$ cat src/design/accp_map.svh
/*
 Offsets, field positions, reset values and timing counts of the
 converter configuration block. Assumes inclusion by bare name.
*/
`ifndef ACCP_MAP_SVH
`define ACCP_MAP_SVH
// ----------------------------------------------------------------
// Register layout
// ----------------------------------------------------------------
`define ACCP_CFG_WIDTH 9
`define ACCP_CFG_RESET 9'h000
`define ACCP_BIT_START 8
`define ACCP_BIT_SIGNED 7
`define ACCP_BIT_WIDE 6
`define ACCP_BIT_SHUTDOWN 5
`define ACCP_BIT_LOWPWR 4
`define ACCP_BIT_FAST 3
`define ACCP_BIT_CODING 2
`define ACCP_SERIAL_MODE 2'h3
`define ACCP_EDGE_COUNT 4'h9
`define ACCP_SYNC_STAGES 3
`endif

$ cat src/design/accp_pkg.sv
/*
 Types of the converter configuration block.
 Assumes accp_map.svh provides the numeric constants.
*/
`include "accp_map.svh"
package accp_pkg;
   typedef enum logic [1:0] {ACCP_RANGE_0_5, ACCP_RANGE_0_10,
      ACCP_RANGE_PM5, ACCP_RANGE_PM10} accp_range_t;
   typedef enum logic [1:0] {ACCP_CONV_NORMAL, ACCP_CONV_LOWPWR,
      ACCP_CONV_FAST} accp_conv_t;
   typedef enum logic {ACCP_IDLE, ACCP_SHIFT} accp_state_t;
   typedef struct packed {
      logic [2:0] clk_sync;
      logic [2:0] sel_sync;
      logic [2:0] din_sync;
      logic clk_prev;
      accp_state_t state;
      logic [3:0] edge_cnt;
      logic [8:0] shift_reg;
      logic [8:0] cfg;
      accp_range_t range;
      accp_conv_t conv;
      logic shutdown;
      logic coding;
   } accp_regs_t;
endpackage : accp_pkg

$ cat src/design/accp_config_port.sv
/*
 Configuration logic of the converter: strap pins or the serial
 configuration write port select range, mode, coding and shutdown.
 Assumes all pins are asynchronous to clk; the port clock is sampled.
*/
// Notes on behaviour
// - Serial port pins only active when interface select equals 3.
// - Parallel or pin-config-high: settings come from strap pins.
// - Range and mode changes accepted any time, even mid-conversion.
// - In software configuration, strap pins are ignored.
// - Port works only with select 3 and pin-config low.
// - Port select low, then bits sampled on chosen clock edge.
// - Nine bits, MSB first; bit 8 is a start bit, high.
// - Start bit high with port selected begins the load.
// - Ninth clock edge moves shifted bits into active config.
// - Reserved bits 1:0 are left unchanged by port writes.
// - Writes accepted any time, port clock up to 40 MHz.
// - Port usable in all master and slave serial modes.
// - Reset clears every configuration bit to 0.
// - Bits 7 and 6 select input range.
// - Bit 5 high shuts down; later write of 0 restores.
// - Bits 4 and 3 select conversion mode; both high normal.
// - Bit 2 selects twos complement or straight binary.
`timescale 1ns/100ps
module accp_config_port
   import accp_pkg::*;
(
   input wire logic clk,
   input wire logic sys_rst,
   input wire logic [1:0] interface_sel,
   input wire logic pin_config_sel,
   input wire logic clk_edge_invert,
   input wire logic cfg_serial_clk,
   input wire logic cfg_serial_in,
   input wire logic cfg_port_select_n,
   input wire logic strap_signed_sel,
   input wire logic wide_range_sel,
   input wire logic strap_lowpwr_sel,
   input wire logic strap_fast_sel,
   input wire logic output_coding_sel,
   input wire logic shutdown_ctl,
   output logic [1:0] range_sel,
   output logic [1:0] conv_mode,
   output logic coding_binary,
   output logic power_down,
   output logic [8:0] cfg_active
);
   accp_regs_t r;
   accp_regs_t next_r;
   logic clk_level;
   logic sel_n_level;
   logic port_on;
   logic active_edge;
   logic [8:0] eff;

   assign range_sel = r.range;
   assign conv_mode = r.conv;
   assign coding_binary = r.coding;
   assign power_down = r.shutdown;
   assign cfg_active = r.cfg;

   // -------------------------------------------------------------
   // Decode and sequencing
   // -------------------------------------------------------------
   always_comb begin
      next_r = r;
      // Stage 0 only feeds stage 1; a change counts once 1 and 2 agree
      next_r.clk_sync = {r.clk_sync[1:0], cfg_serial_clk};
      next_r.sel_sync = {r.sel_sync[1:0], cfg_port_select_n};
      next_r.din_sync = {r.din_sync[1:0], cfg_serial_in};
      clk_level = r.clk_prev;
      if (r.clk_sync[2] == r.clk_sync[1]) begin
         clk_level = r.clk_sync[2];
      end
      sel_n_level = r.sel_sync[2] & r.sel_sync[1];
      next_r.clk_prev = clk_level;
      // port gated by mode and pin-config
      // port independent of data read mode
      port_on = (interface_sel == `ACCP_SERIAL_MODE) && !pin_config_sel;
      active_edge = clk_edge_invert ? (r.clk_prev && !clk_level)
                                    : (!r.clk_prev && clk_level);
      unique case (r.state)
         ACCP_IDLE: begin
            next_r.edge_cnt = 4'h0;
            // no busy gating, writes taken any time
            // Selected only once both late stages agree on low
            if (port_on && !r.sel_sync[2] && !r.sel_sync[1] &&
                active_edge && r.din_sync[2]) begin
               next_r.state = ACCP_SHIFT;
               next_r.edge_cnt = 4'h1;
               next_r.shift_reg = 9'h001;
            end
         end
         ACCP_SHIFT: begin
            if (!port_on || sel_n_level) begin
               next_r.state = ACCP_IDLE;
            end else if (active_edge) begin
               next_r.shift_reg = {r.shift_reg[7:0], r.din_sync[2]};
               next_r.edge_cnt = r.edge_cnt + 4'h1;
               if (r.edge_cnt + 4'h1 == `ACCP_EDGE_COUNT) begin
                  next_r.state = ACCP_IDLE;
                  // reserved bits kept
                  // Start bit sits at 7, bits 7..2 of the word below it
                  next_r.cfg = {r.shift_reg[7:1], r.cfg[1:0]};
               end
            end
         end
      endcase
      if (port_on) begin
         eff = next_r.cfg;
      end else begin
         eff = 9'h000;
         eff[`ACCP_BIT_SIGNED] = strap_signed_sel;
         eff[`ACCP_BIT_WIDE] = wide_range_sel;
         eff[`ACCP_BIT_SHUTDOWN] = shutdown_ctl;
         eff[`ACCP_BIT_LOWPWR] = strap_lowpwr_sel;
         eff[`ACCP_BIT_FAST] = strap_fast_sel;
         eff[`ACCP_BIT_CODING] = output_coding_sel;
      end
      next_r.range = accp_range_t'({eff[`ACCP_BIT_SIGNED],
                                    eff[`ACCP_BIT_WIDE]});
      // mode decode, both high is normal
      unique case ({eff[`ACCP_BIT_FAST], eff[`ACCP_BIT_LOWPWR]})
         2'h1: next_r.conv = ACCP_CONV_LOWPWR;
         2'h2: next_r.conv = ACCP_CONV_FAST;
         default: next_r.conv = ACCP_CONV_NORMAL;
      endcase
      next_r.shutdown = eff[`ACCP_BIT_SHUTDOWN];
      next_r.coding = eff[`ACCP_BIT_CODING];
   end

   // -------------------------------------------------------------
   // State register
   // -------------------------------------------------------------
   // reset clears configuration
   always_ff @(posedge clk or posedge sys_rst) begin
      if (sys_rst) begin
         r <= '0;
      end else begin
         r <= next_r;
      end
   end
endmodule : accp_config_port

$ cat config.mk
export PLATFORM = sky130hd
export DESIGN_NAME = accp_config_port
export DESIGN_NICKNAME = d
export VERILOG_FILES = /design/src/design/accp_pkg.sv /design/src/design/accp_config_port.sv
export VERILOG_INCLUDE_DIRS = /design/src /design/src/design
export SDC_FILE = /design/constraint.sdc
export NUM_CORES = 1
export LEC_CHECK = 0
export BUFFER_PORTS_ARGS = -buffer_cell sky130_fd_sc_hd__buf_2
export CAP_MARGIN = 20
export CELL_PAD_IN_SITES_DETAIL_PLACEMENT = 0
export CELL_PAD_IN_SITES_GLOBAL_PLACEMENT = 2
export CORE_MARGIN = 3
export CORE_UTILIZATION = 34
export CTS_BUF_LIST = sky130_fd_sc_hd__clkbuf_16
export DETAILED_ROUTE_END_ITERATION = 12
export GPL_ROUTABILITY_DRIVEN = 0
export PLACE_DENSITY_LB_ADDON = 0.08
export SETUP_SLACK_MARGIN = 0.4
export SYNTH_ARGS = -nofsm -noshare
export SYNTH_HDL_FRONTEND = slang
export SYNTH_SLANG_ARGS = --single-unit
$ cat constraint.sdc
create_clock -name clk -period 2 [get_ports clk]
set_input_delay 0.1 -clock clk [delete_from_list [all_inputs] [get_ports clk]]
set_output_delay 0.1 -clock clk [all_outputs]
set_load 0.05 [all_outputs]
==> impl_results.md <==
* Num CTS Buffers at 5
* First-pass GRT wire length at 5840 um
* I/O pin count at 30
* Final worst slack at 0.246 ns
* Distinct cell type count after synthesis at 34
* Largest net degree at the start of global routing at 37
* Final Slew Violations at 0
* Placed inst area at 1740 um2
* Clock buffer depth at 2
* Crit. End Element: flop
* Initial antenna violation count at 0
* Die height at 74.5 um
* Cells after Synth at 147
* Die Wd at 74.5 um
* Layout cells sized above 1 at 40.8%
* Via Count at 1,204
* Routed Antenna Nets at 0
* Fmax at 0.570 GHz
* Worst rel slew slack at 54.4%
* Crit path time final at 1.75 ns
* Post-Route Setup TNS at 0 ns
* Initial Utilization at 35.9%
* Startpoint Class: flop
* Max VDD drop at 0.000393 V
* Sequential share of power at 43.1%
* Worst skew pair latency at 0.28 ns
* IO Port Bufs at 27
* Die Area at 5550 um2
* RSZ-0062 raised after global routing: yes
* CTS sink cnt at 36
* Worst-path cell chain: nand4bb_4, and2_4, or2_4, or4b_1, a31oi_1
* Drt first pass iters at 4
* Worst slack at placement at 0.161 ns
* Clock root buffer: clkbuf_16
* Max Cap Viol at 0
* RR Endpoint: conv_mode[1]
* Design Area, Final at 2200 um2
* Gr ovfl total at 0
* Area leader, netlist: dfrtp_1
* Final Setup Violations at 0
* P_leak at 0.00104 uW
* Commonest non-fill, non-tap cells in the layout: dfrtp_1 (34), buf_2 (27), nand2_1 (15)
* WS Path Type: flop to flop
* Site row count at 24
* First-iteration detailed-routing DRC count at 62
* Core area at 4440 um2
* Switching Power at 384 uW
* Reg2Reg Depth at 5
* Final nets at 207
* Number of global-route vias before repair at 1,187
* Commonest non-fill, non-tap cell in the layout: dfrtp_1
* Crit-path max cell delay at 0.46 ns
* Overall power at 1770 uW
* GRT Total Usage at 14.4%
* R2r setup slk at 0.25 ns
* Switching Fraction at 21.7%
* Routed wire length at 3620 um
* HP Start: output_coding_sel
* Run status: completed
* Netlist Area Pre-Place at 1590 um2
* Clock transition at path regs at 0.05 ns
* Synth Register Bits at 36
* P per Cell Area at 805 nW/um2
* Drc violations at 0
* Synth top area share at 56.5%
* Crit-path slowest cell: or4b_1
* Ratio of final minimum period to clock period at 87.7%
* Clk pwr share at 48.8%
* CTS tree: built
* CP arrival at 1.95 ns
* N_diodes at 0
* Sequential area share after synthesis at 56.5%
* Combinational cell fraction of total power at 8.1%
* Worst-Margin Slew at 0.680 ns
* Drt wl/cell at 14.9 um
* HPWL after DPL at 2410 um
* Synth-to-Final Area Change at 38.0%
* Skew final at 0.00361 ns
* RR Startpoint: r[38]
* Final hold vios at 0
* Min-Delay Path Class: primary input to flop
* Vias/cell at 4.95
* Hold Path Cell Cnt at 3
* Synth area leaders: dfrtp_1 (57%), buf_4 (6.1%), nand2_1 (3.8%), a22o_1 (3.3%), nor2_1 (2.6%)
* Post-synthesis average cell area at 10.8 um2
* Crit path required time at 2.19 ns
* Pint at 1390 uW
* # H-tree levels at 2
* Worst-path fanout max at 3
* Synth warn at 0
* Hold Path Sink: coding_binary
==> cells in the mapped netlist (all sizes together) <==
cell / n
dfrtp: 36
nand2: 16
buf: 13
nor2: 11
o21ai: 10
a22o: 6
a31oi: 6
a21oi: 5
inv: 5
nand4: 4
clkbuf: 3
mux2: 3
nand3: 3
and2: 2
ha: 2
nand4bb: 2
nor2b: 2
o21a: 2
or4b: 2
xor2: 2
a221oi: 1
a2bb2oi: 1
a32o: 1
and3: 1
and3b: 1
conb: 1
maj3: 1
mux2i: 1
nand2b: 1
nand3b: 1
nand4b: 1
or2: 1
==> final cells by class <==
type                            instances  area (um2)
Timing Repair Buffer                   51         348
Tap cell                               52        65.1
Multi-Input combinational cell         91         701
Sequential cell                        36         903
Clock buffer                            5         125
Fill cell                             414        2240
Clock inverter                          3        38.8
Inverter                                5        18.8
==> state kept, by name, summed over array words and instances (netlist names) <==
signal	cells
r	17
conv_mode	2
range_sel	2
cfg_active	7
coding_binary	1
next_r	6
power_down	1
==> critical path: cells and delay by family, from the launching register on <==
family	cells	cell delay [ns]
flops	1	0.40
compound gates	1	0.16
simple gates	4	1.10
==> per-stage QoR <==
| step | utilization (%) | hold slack (ns) | cells |
|---|---|---|---|
| final | 49.5 | 0.0873 | 243 |
| after global routing | 49.5 | 0.0955 | 243 |
| after CTS | 47.4 | 0.0818 | 240 |
| after detailed placement | 39.0 | 0.211 | 217 |
| after global placement | 39.0 | 0.209 | 217 |
| after floorplan | - | 0.131 | 148 |
==> power groups by stage <==
stage	clock, uW	sequential [uW]	combinational (uW)
CTS	891	762	137
global placement	0	774	113
global route	923	766	154
floorplan	0	783	79.4
detailed placement	0	775	114
finish	864	763	143
==> logic make-up (layout without fill, tap and decap cells) <==
logic type	count (synthesis)	in the layout	synth area share, %
and+or+nand+nor	48	48	16.2
DFF	36	36	56.5
AOI/OAI and AO/OA	32	32	13.0
buffers and inverters	21	64	8.01
muxes	4	4	2.75
adders and majority gates	3	3	2.20
xor gates and xnor gates	2	2	1.10
other	1	2	0.235
==> routing by layer <==
| layer | GRT usage [%] | wire [um] |
|---|---|---|
| met4 | 7.71 | 85 |
| met5 | 0 | 0 |
| met3 | 4.05 | 143 |
| met2 | 21.8 | 1670 |
| met1 | 18.8 | 1720 |
==> how the worst max path moves through the flow <==
stage | end | start | cells past startpoint
finish | conv_mode[1] | r[38] | 5
global route | conv_mode[1] | r[38] | 5
CTS | conv_mode[1] | r[38] | 5
detailed placement | conv_mode[1] | r[29] | 5
global placement | conv_mode[1] | next_r[38] | 5
floorplan | conv_mode[1] | next_r[38] | 5
==> timing repair <==
item,4_1_cts,5_1_grt
hold buffers,4,0
gates resized for setup,15,18
endpoints found under the hold margin,39,0
endpoints found under the setup margin,16,26
setup buffers,11,3
pin swaps,9,22
Note: power is estimated with default switching activity, not from simulation.
